### src/rtl/dip_pkg.sv
`default_nettype none
package dip_pkg;
   // Register byte offsets on the APB port
   localparam logic [7:0] ADDR_SRC_SEL = 8'h00;
   localparam logic [7:0] ADDR_STATUS  = 8'h04;
   localparam logic [7:0] ADDR_CNT0    = 8'h08;
   localparam logic [7:0] ADDR_CNT1    = 8'h0c;
   localparam logic [7:0] ADDR_CNT2    = 8'h10;
   localparam logic [7:0] ADDR_RANGE   = 8'h14;

   // Source select register fields
   localparam int SRC_FIRST_EN  = 0;
   localparam int SRC_SECOND_EN = 1;
   localparam int SRC_FIRST_HF  = 2;
   localparam logic [2:0] SRC_SEL_RST = 3'h0;

   // Status register fields, write one to clear bits 0 and 1
   localparam int ST_FIRST  = 0;
   localparam int ST_SECOND = 1;
   localparam int ST_LINE   = 2;

   // Counter register fields
   localparam int CNT_MODE_LSB = 16;
   localparam int CNT_MODE_MSB = 18;
   localparam int CNT_OUT_BIT  = 19;

   // Range register fields and gain codes
   localparam int RNG_TWOS = 2;
   localparam logic [1:0] GAIN_X1   = 2'h0;
   localparam logic [1:0] GAIN_X10  = 2'h1;
   localparam logic [1:0] GAIN_X100 = 2'h2;
   localparam int SAMPLE_BITS  = 12;
   localparam int SAMPLE_STEPS = 4096;

   // Timer clock derived from the system clock
   localparam int SYS_CLK_HZ   = 10_000_000;
   localparam int TIMER_CLK_HZ = 2_000_000;
   localparam logic [2:0] TIMER_DIV = 3'(SYS_CLK_HZ / TIMER_CLK_HZ);
   localparam int NUM_CNT = 3;

   // Counter operating modes
   typedef enum logic [2:0] {
      DIP_M_TC_IRQ    = 3'b000,
      DIP_M_ONESHOT   = 3'b001,
      DIP_M_RATE      = 3'b010,
      DIP_M_SQUARE    = 3'b011,
      DIP_M_SW_STROBE = 3'b100,
      DIP_M_HW_STROBE = 3'b101
   } dip_mode_e;

   // Counter sequencing states
   typedef enum logic [1:0] {
      DIP_CS_IDLE   = 2'b00,
      DIP_CS_ARMED  = 2'b01,
      DIP_CS_RUN    = 2'b10,
      DIP_CS_STROBE = 2'b11
   } dip_cstate_e;
endpackage
`default_nettype wire

### src/rtl/dip_timer_counter.sv
`timescale 1ns/100ps
`default_nettype none
module dip_timer_counter
   import dip_pkg::*;
(
   input  wire logic        i_clk_sys,
   input  wire logic        i_rst_n,
   input  wire logic        i_tick,
   input  wire logic        i_gate,
   input  wire logic        i_load,
   input  wire logic [15:0] i_count,
   input  wire logic [2:0]  i_mode,
   output logic             o_out,
   output logic [15:0]      o_value,
   output logic [2:0]       o_mode
);
   dip_mode_e   mode;
   dip_cstate_e state;
   logic [15:0] reload;
   logic        gate_q;
   dip_mode_e   next_mode_ld;
   logic [15:0] next_cnt;
   logic        next_out;
   dip_cstate_e next_state;

   // Codes 6 and 7 alias the rate and square modes
   assign next_mode_ld = (i_mode[2:1] == 2'b11) ?
                         dip_mode_e'({1'b0, i_mode[1:0]}) :
                         dip_mode_e'(i_mode);
   // Gate edges are seen only on ticks; shorter gate pulses are lost
   wire gate_rise = i_gate & ~gate_q;
   wire last      = (o_value == 16'h0001);
   wire trig_mode = (mode != DIP_M_TC_IRQ) && (mode != DIP_M_SW_STROBE);
   wire free_run  = (mode == DIP_M_ONESHOT) || (mode == DIP_M_HW_STROBE);

   // Count sequencing, a zero load counts 65536 ticks by wrapping
   always_comb begin
      next_cnt   = o_value;
      next_out   = o_out;
      next_state = state;
      if (i_load) begin
         next_cnt   = i_count;
         next_out   = (next_mode_ld != DIP_M_TC_IRQ);
         next_state = (next_mode_ld == DIP_M_ONESHOT ||
                       next_mode_ld == DIP_M_HW_STROBE) ?
                      DIP_CS_ARMED : DIP_CS_RUN;
      end else if (i_tick) begin
         if (gate_rise && trig_mode && state != DIP_CS_IDLE) begin
            next_cnt   = reload;
            next_state = DIP_CS_RUN;
            if (mode == DIP_M_ONESHOT)
               next_out = 1'b0;
         end else begin
            case (state)
               DIP_CS_RUN: begin
                  if (i_gate || free_run) begin
                     next_cnt = o_value - 16'h0001;
                     case (mode)
                        DIP_M_TC_IRQ, DIP_M_ONESHOT: begin
                           if (last) begin
                              next_out   = 1'b1;
                              next_state = DIP_CS_IDLE;
                           end
                        end
                        DIP_M_RATE: begin
                           next_out = (o_value != 16'h0002);
                           if (last)
                              next_cnt = reload;
                        end
                        DIP_M_SQUARE: begin
                           if (last)
                              next_cnt = reload;
                           next_out = (next_cnt > {1'b0, reload[15:1]});
                        end
                        DIP_M_SW_STROBE, DIP_M_HW_STROBE: begin
                           if (last) begin
                              next_out   = 1'b0;
                              next_state = DIP_CS_STROBE;
                           end
                        end
                        default: next_state = DIP_CS_IDLE;
                     endcase
                  end else if (mode == DIP_M_RATE ||
                               mode == DIP_M_SQUARE) begin
                     next_out = 1'b1; // Low gate forces output high
                  end
               end
               DIP_CS_STROBE: begin
                  next_out   = 1'b1;
                  next_state = DIP_CS_IDLE;
               end
               default: next_state = state;
            endcase
         end
      end
   end

   // State registers
   always_ff @(posedge i_clk_sys or negedge i_rst_n) begin
      if (!i_rst_n) begin
         o_value <= 16'h0000;
         o_out   <= 1'b0;
         state   <= DIP_CS_IDLE;
         mode    <= DIP_M_TC_IRQ;
         reload  <= 16'h0000;
         gate_q  <= 1'b0;
      end else begin
         o_value <= next_cnt;
         o_out   <= next_out;
         state   <= next_state;
         if (i_load) begin
            mode   <= next_mode_ld;
            reload <= i_count;
         end
         if (i_tick)
            gate_q <= i_gate;
      end
   end

   assign o_mode = mode;
endmodule // dip_timer_counter
`default_nettype wire

### src/rtl/dip_pacer_irq.sv
// Functional notes
// - Two interrupt requests are held pending independently at once
// - Both requests share one active-low host interrupt line
// - First request comes from end of conversion or FIFO half full
// - Second request comes only from the pacer timer output
// - Software-written source select bits choose first and second sources
// - Each source can be disabled on its own
// - Status register shows which request is pending
// - Request stays pending until software clears it; checks other first
// - Counter one output clocks counter two to form the pacer
// - Timer clock is 2 MHz, fastest pacer is one quarter of it
// - Slowest pacer is 2 MHz over both divisors at maximum
// - Pacer output drives both the interrupt and the conversion trigger
// - Timer holds three counters, each with six modes
// - Samples span 4096 codes scaled by gain 1, 10 or 100
// - End of conversion source fires when a result is in the FIFO
// - Half full source fires when the FIFO holds 512 words
//
// Decided for this implementation: the address map and the APB register port.
`timescale 1ns/100ps
`default_nettype none
module dip_pacer_irq
   import dip_pkg::*;
(
   input  wire logic        i_clk_sys,
   input  wire logic        i_rst_n,
   input  wire logic        i_psel,
   input  wire logic        i_penable,
   input  wire logic        i_pwrite,
   input  wire logic [7:0]  i_paddr,
   input  wire logic [31:0] i_pwdata,
   output logic [31:0]      o_prdata,
   output logic             o_pready,
   output logic             o_pslverr,
   input  wire logic        i_adc_eoc,
   input  wire logic        i_fifo_half_full,
   input  wire logic        i_timer0_gate,
   output logic             o_timer0_out,
   output logic             o_adc_pacer_trig,
   output logic             o_first_irq_request,
   output logic             o_second_irq_request,
   output logic             o_inta_n,
   output logic [1:0]       o_gain_code,
   output logic             o_twos_comp
);
   // Register state
   logic [2:0]  src_sel;
   logic        first_pend;
   logic        second_pend;
   logic [2:0]  div_cnt;
   logic        hf_q;
   logic        c1_out_q;
   logic        c2_out_q;

   // Counter array signals
   logic [NUM_CNT-1:0] c_tick;
   logic [NUM_CNT-1:0] c_gate;
   logic [NUM_CNT-1:0] c_load;
   logic [NUM_CNT-1:0] c_out;
   logic [15:0]        c_value [NUM_CNT];
   logic [2:0]         c_mode  [NUM_CNT];

   // Word read from one counter
   function automatic logic [31:0] cnt_word(input logic        out,
                                            input logic [2:0]  mode,
                                            input logic [15:0] value);
      cnt_word = {12'h000, out, mode, value};
   endfunction

   // APB decode; zero wait states, so every access ends in one cycle
   wire access   = i_psel & i_penable;
   wire wr_en    = access & i_pwrite;
   wire hit_src  = (i_paddr == ADDR_SRC_SEL);
   wire hit_st   = (i_paddr == ADDR_STATUS);
   wire hit_c0   = (i_paddr == ADDR_CNT0);
   wire hit_c1   = (i_paddr == ADDR_CNT1);
   wire hit_c2   = (i_paddr == ADDR_CNT2);
   wire hit_rng  = (i_paddr == ADDR_RANGE);
   wire mapped   = hit_src | hit_st | hit_c0 | hit_c1 | hit_c2 | hit_rng;
   wire wr_src   = wr_en & hit_src;
   wire wr_st    = wr_en & hit_st;
   wire wr_rng   = wr_en & hit_rng;
   wire rd_setup = i_psel & ~i_penable & ~i_pwrite;

   assign o_pready  = 1'b1;
   assign o_pslverr = access & ~mapped;

   // Counter loads by register write
   assign c_load[0] = wr_en & hit_c0;
   assign c_load[1] = wr_en & hit_c1;
   assign c_load[2] = wr_en & hit_c2;

   // Source enables and selector
   wire first_en  = src_sel[SRC_FIRST_EN];
   wire second_en = src_sel[SRC_SECOND_EN];
   wire first_hf  = src_sel[SRC_FIRST_HF];

   // Timer clock enable: one tick every fifth system clock
   wire tmr_tick = (div_cnt == TIMER_DIV - 3'h1);

   // Counter one free on the timer clock; counter two on its rising output
   assign c_tick[0] = tmr_tick;
   assign c_tick[1] = tmr_tick;
   assign c_tick[2] = c_out[1] & ~c1_out_q;
   assign c_gate[0] = i_timer0_gate;
   assign c_gate[1] = 1'b1;
   assign c_gate[2] = 1'b1;

   // Event sources
   wire pacer_rise = c_out[2] & ~c2_out_q;
   wire hf_rise    = i_fifo_half_full & ~hf_q;
   wire eoc_evt    = i_adc_eoc;
   wire first_evt  = first_hf ? hf_rise : eoc_evt;

   // Pending flags: a new event wins over a clear in the same cycle
   wire clr_first  = wr_st & i_pwdata[ST_FIRST];
   wire clr_second = wr_st & i_pwdata[ST_SECOND];
   wire next_first_pend  = (first_en & first_evt) |
                           (first_pend & ~clr_first);
   wire next_second_pend = (second_en & pacer_rise) |
                           (second_pend & ~clr_second);

   // Shared line, a disabled source cannot hold it
   wire first_act  = first_pend & first_en;
   wire second_act = second_pend & second_en;
   wire line_act   = first_act | second_act;
   wire next_line  = (next_first_pend & first_en) |
                     (next_second_pend & second_en);

   // Read data selection
   wire [31:0] st_word = {29'h0, line_act, second_pend, first_pend};
   wire [31:0] rd_mux  =
      hit_src ? {29'h0, src_sel} :
      hit_st  ? st_word :
      hit_c0  ? cnt_word(c_out[0], c_mode[0], c_value[0]) :
      hit_c1  ? cnt_word(c_out[1], c_mode[1], c_value[1]) :
      hit_c2  ? cnt_word(c_out[2], c_mode[2], c_value[2]) :
      hit_rng ? {29'h0, o_twos_comp, o_gain_code} :
      32'h0000_0000;

   // Gain code 3 has no meaning, so such a write keeps the old gain
   wire gain_ok = (i_pwdata[1:0] != 2'h3);

   // Three counters, six modes each
   genvar gi;
   generate
      for (gi = 0; gi < NUM_CNT; gi = gi + 1) begin : g_cnt
         dip_timer_counter u_cnt (
            .i_clk_sys (i_clk_sys),
            .i_rst_n   (i_rst_n),
            .i_tick    (c_tick[gi]),
            .i_gate    (c_gate[gi]),
            .i_load    (c_load[gi]),
            .i_count   (i_pwdata[15:0]),
            .i_mode    (i_pwdata[CNT_MODE_MSB:CNT_MODE_LSB]),
            .o_out     (c_out[gi]),
            .o_value   (c_value[gi]),
            .o_mode    (c_mode[gi])
         );
      end
   endgenerate

   // Timer clock divider
   always_ff @(posedge i_clk_sys or negedge i_rst_n) begin
      if (!i_rst_n)
         div_cnt <= 3'h0;
      else if (tmr_tick)
         div_cnt <= 3'h0;
      else
         div_cnt <= div_cnt + 3'h1;
   end

   // Edge detectors for counter one and two outputs and half-full flag
   always_ff @(posedge i_clk_sys or negedge i_rst_n) begin
      if (!i_rst_n) begin
         c1_out_q <= 1'b0;
         c2_out_q <= 1'b0;
         hf_q     <= 1'b0;
      end else begin
         c1_out_q <= c_out[1];
         c2_out_q <= c_out[2];
         hf_q     <= i_fifo_half_full;
      end
   end

   // Source select register, both sources off after reset
   always_ff @(posedge i_clk_sys or negedge i_rst_n) begin
      if (!i_rst_n)
         src_sel <= SRC_SEL_RST;
      else if (wr_src)
         src_sel <= i_pwdata[2:0];
   end

   // Pending requests
   always_ff @(posedge i_clk_sys or negedge i_rst_n) begin
      if (!i_rst_n) begin
         first_pend  <= 1'b0;
         second_pend <= 1'b0;
      end else begin
         first_pend  <= next_first_pend;
         second_pend <= next_second_pend;
      end
   end

   // Registered request outputs and host line
   always_ff @(posedge i_clk_sys or negedge i_rst_n) begin
      if (!i_rst_n) begin
         o_first_irq_request  <= 1'b0;
         o_second_irq_request <= 1'b0;
         o_inta_n             <= 1'b1;
      end else begin
         o_first_irq_request  <= next_first_pend & first_en;
         o_second_irq_request <= next_second_pend & second_en;
         o_inta_n             <= ~next_line;
      end
   end

   // Pacer conversion trigger and free counter output
   always_ff @(posedge i_clk_sys or negedge i_rst_n) begin
      if (!i_rst_n) begin
         o_adc_pacer_trig <= 1'b0;
         o_timer0_out     <= 1'b0;
      end else begin
         o_adc_pacer_trig <= pacer_rise;
         o_timer0_out     <= c_out[0];
      end
   end

   // Range register: gain code and sample coding
   always_ff @(posedge i_clk_sys or negedge i_rst_n) begin
      if (!i_rst_n) begin
         o_gain_code <= GAIN_X1;
         o_twos_comp <= 1'b0;
      end else if (wr_rng) begin
         if (gain_ok)
            o_gain_code <= i_pwdata[1:0];
         o_twos_comp <= i_pwdata[RNG_TWOS];
      end
   end

   // Read data captured in the setup cycle, stable through access
   always_ff @(posedge i_clk_sys or negedge i_rst_n) begin
      if (!i_rst_n)
         o_prdata <= 32'h0000_0000;
      else if (rd_setup)
         o_prdata <= rd_mux;
   end
endmodule // dip_pacer_irq
`default_nettype wire

### config.mk
export PLATFORM = sky130hd
export DESIGN_NAME = dip_pacer_irq
export DESIGN_NICKNAME = d
export VERILOG_FILES = /design/src/rtl/dip_pkg.sv /design/src/rtl/dip_timer_counter.sv /design/src/rtl/dip_pacer_irq.sv
export SDC_FILE = /design/constraint.sdc
export NUM_CORES = 1
export LEC_CHECK = 0
export BUFFER_PORTS_ARGS = -buffer_cell sky130_fd_sc_hd__buf_2
export CORE_AREA = 2 2 115 200
export CTS_BUF_LIST = sky130_fd_sc_hd__clkbuf_8
export CTS_CLUSTER_SIZE = 14
export DETAILED_ROUTE_END_ITERATION = 16
export DIE_AREA = 0 0 117 202
export PLACE_DENSITY = 0.76
export SLEW_MARGIN = 20
export SYNTH_ARGS = -nofsm -noshare
export SYNTH_HDL_FRONTEND = slang
export SYNTH_SLANG_ARGS = --single-unit
export TNS_END_PERCENT = 30
### constraint.sdc
create_clock -name i_clk_sys -period 7 [get_ports i_clk_sys]
set_input_delay 0.7 -clock i_clk_sys [delete_from_list [all_inputs] [get_ports i_clk_sys]]
set_output_delay 0.7 -clock i_clk_sys [all_outputs]
set_load 0.03 [all_outputs]
; ---- Yosys cells after proc, flatten, opt, wreduce, memory -nomap -nowiden
; Cells that the tools add are included.
[op_classes]
muxes = 93
n_addsub = 4
n_reduce_logical = 53
order_cmp = 3
eq_ne = 59
n_bitwise = 46
[op_table]
columns = cell, n
row1 = $mux 16, 32
row2 = $mux 20, 5
row3 = $pmux 16 s2, 3
row4 = $eq 16x1->1 const B, 3
row5 = $gt 16x15->1, 3
row6 = $ne 16x2->1 const B, 3
row7 = $sub 16x1->16 const B, 3
row8 = $mux 2, 17
row9 = $ne 5x2->1 const B, 6
row10 = $and 1x1->1, 25
row11 = $eq 3x3->1 const B, 8
row12 = $reduce_bool 3->1, 8
row13 = $mux 1, 21
row14 = $eq 3x2->1 const B, 6
row15 = $pmux 2 s3, 3
row16 = $reduce_and 6->1, 3
row17 = $reduce_or 2->1, 9
row18 = $eq 8x4->1 const B, 2
row19 = $eq 8x5->1 const B, 2
row20 = $eq 2x2->1 const B, 7
row21 = $ne 7x3->1 const B, 2
row22 = $eq 3x1->1 const B, 4
row23 = $ne 4x2->1 const B, 3
row24 = $ne 6x3->1 const B, 2
row25 = other kinds (24), 78
[totals]
reg_bits = 168
output_inout_bits = 42
elab_cells = 291

; ---- Depth between registers and ports, before layout
; Gate-level depths: netlist (run 1).
[depth]
depth_word = 15
depth_mapped = 15
ltp_nobuf = 13

; ---- Hierarchy
; From an unflattened synthesis (run 1), not the netlist that was laid out.
[hier_totals]
hier_cells = 1337
area_unflattened_um2 = 11265.8
[modules_own_cells]
columns = module, cells_per_inst, area_each_um2, instances, seq_area_each_um2
row1 = dip_timer_counter at g_cnt[0].u_cnt ..., 348, 2854.0, 2, 975.9
row2 = dip_timer_counter at g_cnt[2].u_cnt, 373, 3056.7, 1, 975.9
row3 = dip_pacer_irq, 268, 2501.1, 1, 977.2

; ---- Worst setup path before layout (run 1)
; OpenSTA, ideal clock, no wires.
[synth_path]
kind = flip-flop to flip-flop
startpoint = register g_cnt[2].u_cnt.o_value[3]
endpoint = register g_cnt[2].u_cnt.o_out
path_buffers = 3
t_required_ps = 6880
slack_ps = 3480
arrival_time_ps = 3400
path_stages_with_launch = 16
path_cell_list = dfrtp_1 clkbuf_1 nor4_2 and4_1 buf_2 nand2_1 clkbuf_1 nor2_1 a21oi_1 ha_1 nand4_1 or3_1 o32ai_1 a211oi_1 or3_1 a31o_2
[synth_between]
elab_chain_len = 13
[synth_rtl]
columns = element, line_no
row1 = "start, declared", dip_timer_counter.sv:14  ; output logic [15:0] o_value,
row2 = "start signal, assigned", dip_timer_counter.sv:108  ; o_value <= next_cnt;
row3 = $sub 16x1->16 / $eq 16x1->1 (equally long branches), "dip_timer_counter.sv:57, dip_timer_counter.sv:32"
row4 = $mux 16, dip_timer_counter.sv:71  ; if (last)
row5 = $mux 16, dip_timer_counter.sv:58  ; case (mode)
row6 = $mux 16, dip_timer_counter.sv:54  ; case (state)
row7 = $mux 16, dip_timer_counter.sv:48  ; if (gate_rise && trig_mode && state != DIP_CS_IDLE) begin
row8 = $mux 16, dip_timer_counter.sv:47  ; end else if (i_tick) begin
row9 = $mux 16, dip_timer_counter.sv:41  ; if (i_load) begin
row10 = $gt 16x15->1, dip_timer_counter.sv:73  ; next_out = (next_cnt > {1'b0, reload[15:1]});
row11 = $pmux 1 s4, dip_timer_counter.sv:58
row12 = $pmux 1 s2, dip_timer_counter.sv:54
row13 = $mux 1, dip_timer_counter.sv:48
row14 = $mux 1, dip_timer_counter.sv:47
row15 = $mux 1, dip_timer_counter.sv:41
row16 = "end signal, assigned", dip_timer_counter.sv:109  ; o_out <= next_out;
row17 = "end, declared", dip_timer_counter.sv:13  ; output logic o_out,
; Parallel ways exist; a longest one is shown, timed or not. The select of a mux whose other input is x is not followed.
; A chain may end at the register's enable or synchronous reset.

; ---- Worst setup path in the final report (run 1)
[layout_path]
startpoint = register g_cnt[1].u_cnt.o_value[3]
endpoint = register g_cnt[1].u_cnt.o_out
[layout_between]
elab_chain_len = 13
[layout_rtl]
columns = element, line_no
row1 = "start, declared", dip_timer_counter.sv:14
row2 = "start signal, assigned", dip_timer_counter.sv:108
row3 = $sub 16x1->16 / $eq 16x1->1 (equally long branches), "dip_timer_counter.sv:57, dip_timer_counter.sv:32"
row4 = $mux 16, dip_timer_counter.sv:71
row5 = $mux 16, dip_timer_counter.sv:58
row6 = $mux 16, dip_timer_counter.sv:54
row7 = $mux 16, dip_timer_counter.sv:48
row8 = $mux 16, dip_timer_counter.sv:47
row9 = $mux 16, dip_timer_counter.sv:41
row10 = $gt 16x15->1, dip_timer_counter.sv:73
row11 = $pmux 1 s4, dip_timer_counter.sv:58
row12 = $pmux 1 s2, dip_timer_counter.sv:54
row13 = $mux 1, dip_timer_counter.sv:48
row14 = $mux 1, dip_timer_counter.sv:47
row15 = $mux 1, dip_timer_counter.sv:41
row16 = "end signal, assigned", dip_timer_counter.sv:109
row17 = "end, declared", dip_timer_counter.sv:13
; Parallel ways exist; a longest one is shown, timed or not. The select of a mux whose other input is x is not followed.

==> summary.txt, run 1 <==
Worst setup path
  • CP Buf/Inv Count: 0
  • Setup CP Type: reg2reg
  • Stages on worst setup path: 12
  • Worst EP required: 7.45 ns
  • R2r setup slk: 2.27 ns
  • Reg2Reg Depth: 12
  • Critical Path Start Type: flop
  • Crit Path Max Fanout: 32
  • CP max stage delay: 0.91 ns
  • Worst path top cell family by delay: simple AND/OR/NAND/NOR gates
  • Crit path DAT: 5.18 ns
  • Slowest CP cell: nor4_1
  • CP Capture Type: flop
  • Cells along the critical path: nor3_1 -> nand3_2 -> or3_1 -> nor2_1 -> a21oi_1 -> ha_1 -> nand4_1 -> or2_2 -> a21oi_1 -> nor4_1 -> nor4_1 -> o31a_1

Floorplan
  • Die X-Extent: 117 um
  • Die H: 202 um
  • Ports: 90
  • Core Footprint: 22100 um^2
  • Starting density of the core: 47.9%
  • Die area: 23600 um^2
  • Row count: 72

Drt
  • # DRC: 0
  • Vias after detailed routing: 10054
  • Post-DRT Antenna Nets: 0
  • Vias per inst: 6.17
  • Routed WL per cell: 20.3 um
  • DRT iter0 DRCs: 926
  • DRT Pass-1 Iters: 5
  • Final WL: 33100 um

Synth
  • Synthesized area per cell: 8.16 um^2
  • Yosys top cell area share: 36.7%
  • Cell taking the most area after synthesis: dfrtp_1
  • Synth top cells by count: 183 x nand2_1, 155 x dfrtp_1, 110 x nor2_1, 110 x o21ai_0, 107 x a21oi_1
  • Post-synth ARST share: 100%
  • Post-synthesis register bit count: 156
  • Most area-consuming cells after synthesis: dfrtp_1 37%, ha_1 6.6%, nand2_1 6.5%, o21ai_0 5.2%, a21oi_1 5.1%
  • Top FF cell, synth: dfrtp_1
  • Mapped cell area: 10600 um^2
  • Sequential-to-total area share from yosys stat: 36.9%
  • Synth unique cells: 82
  • EDFF count, synth: 0
  • Synthesized instance count: 1296
  • Ys Warns: 0
  • Count leader, synth: nand2_1

Timing
  • Period utilization: 67.6%
  • Slew Viols, Final: 0
  • Slew @ Worst Pin: 1.10 ns
  • Final Hold Slack: 0.228 ns
  • Fin crit period: 4.73 ns
  • Fin. Hold Viols: 0
  • Slew Limit Headroom: 26.4%
  • RSZ-0062 raised after global routing: false
  • Setup TNS Final: 0 ns
  • Clk_skew: 0.0135 ns
  • Final Setup Violations: 0
  • Max Freq: 211 MHz

CTS
  • Post-CTS sizing: 0
  • CTS buffer count: 17
  • Clk_lat worst skew: 0.51 ns
  • Htree depth: 4
  • TritonCTS Sinks: 156
  • Max Buffers Root-to-Sink: 2
  • TritonCTS clock tree: yes
  • CTS clk-pin slew, worst paths: 0.09 ns
  • Clock root cell: clkbuf_8
  • Cts hold-fix bufs: 0
  • Post-CTS Setup Bufs: 0

Power
  • LEAKAGE: 5.00 nW
  • Seq pwr share: 43.0%
  • Power per cell area: 242 nW/um^2
  • Comb pwr share: 33.2%
  • Sw Share: 39.8%
  • Internal: 0.00167 W
  • Peak supply drop: 0.158 mV
  • Switching pwr: 0.00110 W
  • Clock Power Share: 23.8%

Finish
  • Nets: 1423
  • Ratio of cells with drive above 1 in the final layout: 11.2%
  • Post-route cell area: 11400 um^2
  • Layout fillers: 2041
  • Area growth from synthesis to layout: 8.02%

GRT
  • Initial antenna violation count: 0
  • Largest net degree at the start of global routing: 81
  • Vias in the first global route: 9683
  • Total Routing Usage GR: 29.0%
  • Global route overflow: 0
  • First-pass GRT wire length: 51600 um

Status
  • Status: complete, no violations

Worst hold path
  • Hold Crit Class: in2async

Flow run
  • Maxcap violations: 0

Placed design
  • Final GP Congestion: 1.03
  • I/O Buffers: 63
  • Post-DP HPWL: 24800 um
  • Placement Cell Area: 11000 um^2
power by group through the flow:
stage / combinational, W / clock, W / sequential [W]
global placement: 0.000878 / 0 / 0.00120
floorplan: 0.000701 / 0 / 0.00112
CTS: 0.000906 / 0.000664 / 0.00118
finish: 0.000917 / 0.000659 / 0.00119
detailed placement: 0.000901 / 0 / 0.00120
global route: 0.00102 / 0.000704 / 0.00121
sequential cells by signal, indices dropped and copies added (netlist names), 2 cells and up:
signal               flops
o_prdata                20
g_cnt.u_cnt.o_out        3
g_cnt.u_cnt.o_mode       9
g_cnt.u_cnt.state        6
g_cnt.u_cnt.gate_q       3
g_cnt.u_cnt.o_value     48
o_gain_code              2
src_sel                  3
div_cnt                  3
g_cnt.u_cnt.reload      48
cell type report:
class	count	area, um^2	share of cell area, %
clock inverter	14	124	1.08
antenna	1	2.50	0.0219
sequential	156	3910	34.2
tap	296	370	3.24
inverter	67	251	2.20
multi-input combinational	1000	6100	53.3
timing repair buffer	77	430	3.77
clock buffer	18	248	2.17
cells in the final DEF, fill, tap and decap left out, types with 24 or more instances in the layout:
cell type  instances
nand2_1          183
dfrtp_1          155
nor2_1           110
o21ai_0          110
a21oi_1          107
inv_1             68
buf_2             62
ha_1              56
nand3_1           30
o22ai_1           28
nor3_1            26
xor2_1            24
per-layer routing:
layer,share of wire [%],up-vias,track usage (%)
li1,-,4681,-
met1,36,4773,31.1
met2,51,435,49.1
met3,6.2,165,5.97
met4,7.6,0,21.4
met5,0,-,0
worst reg2reg max path, stage by stage (launching register included):
cell	delay, ns
dfrtp_1	0.43
nor3_1	0.65
nand3_2	0.25
or3_1	0.83
nor2_1	0.24
a21oi_1	0.08
ha_1	0.39
nand4_1	0.14
or2_2	0.33
a21oi_1	0.13
nor4_1	0.07
nor4_1	0.91
o31a_1	0.23
cell families (layout without fill, tap and decap cells):
logic type / after synthesis / count (layout) / synth area share, %
fa+ha+maj: 56 / 56 / 6.62
xor+xnor: 39 / 39 / 3.23
mux: 28 / 28 / 2.86
compound gates: 393 / 393 / 23.1
other cells: 2 / 14 / 0.0710
flops: 156 / 156 / 36.9
simple gates: 471 / 471 / 21.1
buf+inv: 151 / 176 / 6.10
path summary, 6_finish.rpt:
kind	from	to
setup / recovery	g_cnt[1].u_cnt.o_value[3]	g_cnt[1].u_cnt.o_out
hold / removal	i_rst_n	g_cnt[1].u_cnt.reload[7]
setup reg to reg	g_cnt[1].u_cnt.o_value[3]	g_cnt[1].u_cnt.o_out
hold reg to reg	c2_out_q	o_adc_pacer_trig
max in group asynchronous	i_rst_n	src_sel[1]
min in group i_clk_sys	i_fifo_half_full	hf_q
through the flow:
| step | setup WS, ns | utilization, % | std cells | power [W] |
|---|---|---|---|---|
| global placement | 2.57 | 50.0 | 1595 | 0.00208 |
| detailed placement | 2.55 | 50.0 | 1595 | 0.00210 |
| finish | 2.27 | 51.8 | 1629 | 0.00277 |
| floorplan | 3.48 | - | 1307 | 0.00182 |
| CTS | 2.49 | 51.7 | 1627 | 0.00275 |
| global route | 2.01 | 51.8 | 1628 | 0.00292 |
Power figures use the tool's default switching activity.
==> run 2: changes to the inputs <==
Clock period 7 ns to 4.9 ns, I/O delays scaled along.
==> run 2 against run 1 <==
Clock-buffer cell count grew 4. Worst hold slack lost 0.22 ns. Global-route usage increased by 0.28 points. Fmax is 15% higher. Sequential share of layout area fell by 0.33 points. Die area unchanged. Design area is 0.97% higher. Routed wire length is 1.8% higher. Core utilization rose by 0.50 points. Critical endpoint unchanged. Largest cell class unchanged. Largest power group unchanged. Highest routed layer unchanged.
==> summary.txt, run 2 (synthesized netlist as in run 1, its figures left out) <==
Drt
  • Final WL: 33700 um (+1.8%)
  • # DRC: 0 (unchanged)
  • DRT iter0 DRCs: 870 (-6.0%)
  • Post-DRT Antenna Nets: 0 (unchanged)
  • Routed WL per cell: 20.6 um (+1.1%)
  • Vias per inst: 6.22 (+0.74%)
  • Vias after detailed routing: 10191 (+1.4%)
  • DRT Pass-1 Iters: 5 (unchanged)

Power
  • Clock Power Share: 25.3% (+1.5 points)
  • Comb pwr share: 33.1% (about the same)
  • Internal: 0.00250 W (+50%)
  • Switching pwr: 0.00156 W (+42%)
  • Power per cell area: 352 nW/um^2 (+45%)
  • Seq pwr share: 41.6% (-1.4 points)
  • LEAKAGE: 5.07 nW (+1.3%)
  • Peak supply drop: 0.211 mV (+34%)
  • Sw Share: 38.4% (-1.4 points)

CTS
  • CTS buffer count: 17 (unchanged)
  • Max Buffers Root-to-Sink: 2 (unchanged)
  • Clk_lat worst skew: 0.50 ns (about the same)
  • Cts hold-fix bufs: 0 (unchanged)
  • TritonCTS clock tree: yes
  • CTS clk-pin slew, worst paths: 0.09 ns (about the same)
  • Post-CTS Setup Bufs: 0 (unchanged)
  • TritonCTS Sinks: 156 (unchanged)
  • Htree depth: 4 (unchanged)
  • Post-CTS sizing: 0 (unchanged)
  • Clock root cell: clkbuf_8

Floorplan
  • Die H: 202 um (unchanged)
  • Core Footprint: 22100 um^2 (unchanged)
  • Die area: 23600 um^2 (unchanged)
  • Row count: 72 (unchanged)
  • Starting density of the core: 47.9% (unchanged)
  • Die X-Extent: 117 um (unchanged)
  • Ports: 90 (unchanged)

Finish
  • Most frequent cells in the layout: 183 x nand2_1, 155 x dfrtp_1, 110 x nor2_1, 110 x o21ai_0, 106 x a21oi_1
  • Area growth from synthesis to layout: 9.07%
  • Cell Count, Final, Fillers Out: 1639 (+0.61%)
  • Biggest regs: g_cnt.u_cnt.o_value (48), g_cnt.u_cnt.reload (48), o_prdata (20)
  • Final core utilization: 52.3% (+0.50 points)
  • Ratio of cells with drive above 1 in the final layout: 11.8% (+0.66 points)
  • Commonest non-fill, non-tap cell in the layout: nand2_1
  • Layout fillers: 2104 (+3.1%)
  • Nets: 1433 (+0.70%)
  • Post-route cell area: 11500 um^2 (+0.97%)

Placed design
  • Placement Cell Area: 11100 um^2 (+0.75%)
  • I/O Buffers: 63 (unchanged)
  • Post-DP HPWL: 25100 um (+1.6%)
  • Placed Cells: 1606 (+0.69%)
  • Final GP Congestion: 0.970 (-5.8%)

Worst setup path
  • Critical Path Start Type: flop
  • FF-to-FF End: g_cnt[1].u_cnt.o_out
  • R2r setup slk: 0.78 ns (-1.49 ns)
  • Setup CP Type: reg2reg
  • CP startpoint: g_cnt[1].u_cnt.o_value[0]
  • Crit path capture: g_cnt[1].u_cnt.o_out
  • FF-to-FF Start: g_cnt[1].u_cnt.o_value[0]
  • CP Capture Type: flop
  • Worst EP required: 5.34 ns (-2.11 ns)
  • Crit Path Max Fanout: 25 (-22%)
  • Crit path DAT: 4.56 ns (-0.62 ns)
  • Reg2Reg Depth: 12 (unchanged)

Timing
  • Slew Limit Headroom: 30.5% (+4.1 points)
  • Slew Viols, Final: 0 (unchanged)
  • Final Setup Violations: 0 (unchanged)
  • Max Freq: 243 MHz (+15%)
  • RSZ-0062 raised after global routing: false
  • Slew @ Worst Pin: 1.04 ns (-0.0608 ns)
  • Period utilization: 84.1% (+16 points)
  • Setup TNS Final: 0 ns (unchanged)
  • Fin crit period: 4.12 ns (-0.614 ns)
  • Fin. Hold Viols: 0 (unchanged)
  • Clk_skew: 0.0150 ns (+0.00144 ns)

GRT
  • Initial antenna violation count: 1 (+1)
  • Vias in the first global route: 9834 (+1.6%)
  • Total Routing Usage GR: 29.3% (+0.28 points)
  • Global route overflow: 0 (unchanged)
  • Largest net degree at the start of global routing: 71 (-12%)
  • First-pass GRT wire length: 52500 um (+1.6%)

Flow run
  • Maxcap violations: 0 (unchanged)

Status
  • Status: complete, no violations

Worst hold path
  • Hold Crit Class: in2async
run 2: changes by cell type in the layout (fill, tap and decap cells not counted), moves of 2 or more:
cell,before,now
clkbuf_8,18,22
clkinvlp_4,3,5
buf_4,12,24
clkinv_2,3,0
clkinv_4,5,0
run 2: how the worst min path moves through the flow:
stage / slack (ns) / end / startpoint
2_1_floorplan: 0.19 / c1_out_q / i_rst_n
3_3_place_gp: 0.41 / c2_out_q / g_cnt[2].u_cnt.o_out
3_5_place_dp: 0.42 / c2_out_q / g_cnt[2].u_cnt.o_out
4_1_cts: 0.02 / g_cnt[0].u_cnt.reload[2] / i_rst_n
5_1_grt: 0.05 / g_cnt[1].u_cnt.reload[5] / i_rst_n
6_report: 0.007 / g_cnt[1].u_cnt.reload[5] / i_rst_n
run 2: cell type report:
type | count | area (um^2) | share of cell area, %
multi-input cells | 1000 | 6090 | 52.8
flip-flops and latches | 156 | 3910 | 33.8
repair buffers | 87 | 502 | 4.35
well taps | 296 | 370 | 3.21
clock buffers | 22 | 303 | 2.62
inverters | 67 | 251 | 2.18
clock inverters | 10 | 114 | 0.987
diodes | 1 | 2.50 | 0.0217
run 2: critical path, stage by stage, from the launching register on:
cell,delay (ns)
dfrtp_1,0.54
ha_1,0.19
or3b_2,0.51
or3_1,0.74
nor2_1,0.20
a21oi_1,0.06
ha_1,0.36
nand4_1,0.11
or2_2,0.35
a21oi_1,0.13
nor4_1,0.07
nor4_1,0.56
o31a_1,0.21
run 2: layer usage:
metal  part of all wire, %  global-route usage, %  vias up
li1                      -                      -     4691
met1                    36                   31.8     4996
met2                    53                   51.9      381
met4                   5.4                   16.6        0
met5                     0                      0        -
met3                   5.4                   5.61      123
run 2: power groups by stage:
stage          Sequential (W)  Clock, W  Combinational, W
2_1_floorplan         0.00160         0           0.00100
3_3_place_gp          0.00169         0           0.00128
3_5_place_dp          0.00170         0           0.00132
4_1_cts               0.00167   0.00104           0.00133
5_1_grt               0.00170   0.00109           0.00149
6_report              0.00169   0.00103           0.00134
run 2: per-stage QoR:
stage	total power, W	hold slack (ns)	setup WS, ns
6_report	0.00406	0.00697	0.781
5_1_grt	0.00429	0.0462	0.504
4_1_cts	0.00404	0.0224	0.878
3_5_place_dp	0.00302	0.422	0.907
3_3_place_gp	0.00298	0.410	0.941
2_1_floorplan	0.00260	0.194	1.38
==> run 3: changes to the inputs <==
Clock period 4.9 ns to 3.8 ns, I/O delays scaled along.
==> run 3 against run 2 <==
Worst hold slack worse by 0.035 ns. Highest routed layer unchanged. Critical path depth rose by 1. Die area unchanged. Sequential cell count unchanged. Sequential power increased by 22%. Combinational power up 54%. The run now ends with hold timing left. Critical path type unchanged. Core utilization rose by 2.4 points. Clock-buffer cell count shrank 4. Non-clock buffer count is 52 higher. Sequential share of layout area decreased by 1.5 points.
==> summary.txt, run 3 (synthesized netlist as in run 1, its figures left out) <==
Status
  • Status: complete, but fails checks
  • Failing checks: hold timing

Floorplan
  • Die H: 202 um (unchanged)
  • Die X-Extent: 117 um (unchanged)
  • Row count: 72 (unchanged)
  • Die area: 23600 um^2 (unchanged)
  • Core Footprint: 22100 um^2 (unchanged)
  • Ports: 90 (unchanged)
  • Starting density of the core: 47.9% (unchanged)

CTS
  • Max Buffers Root-to-Sink: 2 (unchanged)
  • CTS clk-pin slew, worst paths: 0.09 ns (about the same)
  • TritonCTS clock tree: yes
  • CTS buffer count: 17 (unchanged)
  • Htree depth: 4 (unchanged)
  • Cts hold-fix bufs: 0 (unchanged)
  • Clk_lat worst skew: 0.51 ns (about the same)
  • Clock root cell: clkbuf_8
  • TritonCTS Sinks: 156 (unchanged)

Timing
  • Fin. Hold Viols: 20 (+20)
  • Max Freq: 271 MHz (+12%)
  • Slew Viols, Final: 0 (unchanged)
  • Slew @ Worst Pin: 1.17 ns (+0.132 ns)
  • Slew Limit Headroom: 21.7% (-8.8 points)
  • Clk_skew: 0.0189 ns (+0.00392 ns)
  • Final Setup Violations: 0 (unchanged)
  • Final Hold Slack: -0.0279 ns (-0.0349 ns)
  • Fin crit period: 3.69 ns (-0.431 ns)
  • Period utilization: 97.0% (+13 points)

Worst setup path
  • CP Capture Type: flop
  • FF-to-FF Start: g_cnt[2].u_cnt.o_value[7]
  • Slowest CP cell: or3_4
  • Cells along the critical path: nor2_2 -> nand4_1 -> buf_4 -> nor2_2 -> xnor2_1 -> o21ai_0 -> ha_1 -> nand4_1 -> or3_4 -> o32ai_2 -> a211oi_1 -> or3_1 -> a31o_2
  • Crit path DAT: 4.09 ns (-0.47 ns)
  • FF-to-FF End: g_cnt[2].u_cnt.o_out
  • Worst EP required: 4.20 ns (-1.14 ns)
  • CP max stage delay: 0.44 ns (-0.30 ns)
  • Setup CP Type: reg2reg
  • Crit Path Max Fanout: 5 (-80%)
  • Reg2Reg Depth: 13 (+1)
  • Critical Path Start Type: flop
  • R2r setup slk: 0.11 ns (-0.67 ns)

Power
  • Switching pwr: 0.00209 W (+34%)
  • Internal: 0.00348 W (+40%)
  • Seq pwr share: 36.9% (-4.7 points)
  • Peak supply drop: 0.310 mV (+47%)
  • Total power: 0.00558 W (+38%)
  • LEAKAGE: 5.39 nW (+6.3%)
  • Clock Power Share: 26.1% (+0.8 points)
  • Power per cell area: 462 nW/um^2 (+31%)
  • Comb pwr share: 37.1% (+4.0 points)
  • Sw Share: 37.5% (-0.90 points)

GRT
  • Total Routing Usage GR: 30.4% (+1.1 points)
  • Largest net degree at the start of global routing: 93 (+31%)
  • Initial antenna violation count: 0 (-1)
  • Global route overflow: 0 (unchanged)
  • Vias in the first global route: 10136 (+3.1%)
  • First-pass GRT wire length: 54400 um (+3.6%)

Worst hold path
  • Hold Crit Class: in2async

Flow run
  • Maxcap violations: 0 (unchanged)

Finish
  • Footprint of the multi-input gates: 6160 um^2 (+1.2%)
  • Nets: 1485 (+3.6%)
  • Layout fillers: 1986 (-5.6%)
  • Ratio of cells with drive above 1 in the final layout: 15.9% (+4.1 points)
  • Most frequent cells in the layout: 183 x nand2_1, 154 x dfrtp_1, 110 x o21ai_0
  • Commonest non-fill, non-tap cell in the layout: nand2_1
  • Antenna cells: 0 (-1)
  • Area growth from synthesis to layout: 14.1%
  • Biggest regs: g_cnt.u_cnt.o_value (48), g_cnt.u_cnt.reload (48), o_prdata (20)
  • Reg area: 3910 um^2 (about the same)

Drt
  • Vias per inst: 6.16 (-0.97%)
  • Post-DRT Antenna Nets: 0 (unchanged)
  • Routed WL per cell: 20.7 um (+0.38%)
  • DRT iter0 DRCs: 890 (+2.3%)
  • Vias after detailed routing: 10406 (+2.1%)
  • # DRC: 0 (unchanged)
  • DRT Pass-1 Iters: 5 (unchanged)
  • Final WL: 34900 um (+3.5%)

Placed design
  • Final GP Congestion: 0.989 (+1.9%)
  • Post-DP HPWL: 25700 um (+2.4%)
  • I/O Buffers: 63 (unchanged)
-- run 3: changes by cell type in the layout (fill, tap and decap cells not counted), sizes merged --
cell | previous run | this run
clkinv | 0 | 4
clkbuf | 22 | 18
buf | 87 | 139
diode | 1 | 0
clkinvlp | 5 | 2
bufinv | 2 | 5
-- run 3: routing by layer --
metal  up-vias  share of wire (%)  track usage, %
met1      4958                 35            32.3
li1       4797                  -               -
met4         0                7.6            20.9
met3       174                7.1            6.84
met2       477                 51            52.2
met5         -                  0               0
-- run 3: repair_timing --
action                     CTS  global route
setup buffers                0             1
resized for setup            0            16
setup endpoints to repair    0             2
-- run 3: layout make-up --
| class | instances | share of cell area (%) |
|---|---|---|
| clock buffers | 18 | 2.05 |
| well taps | 296 | 3.07 |
| multi-input cells | 1000 | 51.0 |
| repair buffers | 139 | 7.70 |
| flip-flops and latches | 156 | 32.4 |
| inverters | 67 | 2.08 |
| clock inverters | 14 | 1.69 |
-- run 3: through the flow --
step	TNS (ns)	area, um^2	setup WS [ns]	cells	utilization, %
3_3_place_gp	0	11500	0.155	1657	52.2
6_report	0	12100	0.112	1690	54.7
4_1_cts	0	12000	0.0738	1689	54.3
5_1_grt	-0.00156	12100	-0.00156	1690	54.7
2_1_floorplan	0	10600	0.280	1307	-
3_5_place_dp	0	11500	0.126	1657	52.3
-- run 3: power groups by stage --
stage / combinational, W / clock, W / sequential, W
floorplan: 0.00129 / 0 / 0.00206
global placement: 0.00197 / 0 / 0.00206
detailed placement: 0.00200 / 0 / 0.00207
CTS: 0.00202 / 0.00146 / 0.00204
global route: 0.00226 / 0.00153 / 0.00208
finish: 0.00207 / 0.00146 / 0.00206
-- run 3: critical path, delay by kind of cell, from the launching register on --
family          cells  cell delay [ns]
flops               1             0.43
compound gates      4             0.70
fa+ha+maj           1             0.31
xor+xnor            1             0.13
buf+inv             1             0.23
simple gates        6             1.76
-- run 3: how the worst max path moves through the flow --
stage,from,endpoint,slack [ns],depth (start not counted)
final,g_cnt[2].u_cnt.o_value[7],g_cnt[2].u_cnt.o_out,0.11,13
after floorplan,g_cnt[2].u_cnt.o_value[3],g_cnt[2].u_cnt.o_out,0.28,15
after CTS,g_cnt[0].u_cnt.o_value[11],g_cnt[0].u_cnt.o_out,0.07,13
after global routing,g_cnt[2].u_cnt.o_value[5],g_cnt[2].u_cnt.o_out,-0.002,14
after detailed placement,g_cnt[0].u_cnt.o_value[11],g_cnt[0].u_cnt.o_out,0.13,13
after global placement,g_cnt[2].u_cnt.o_value[11],g_cnt[2].u_cnt.o_out,0.15,12
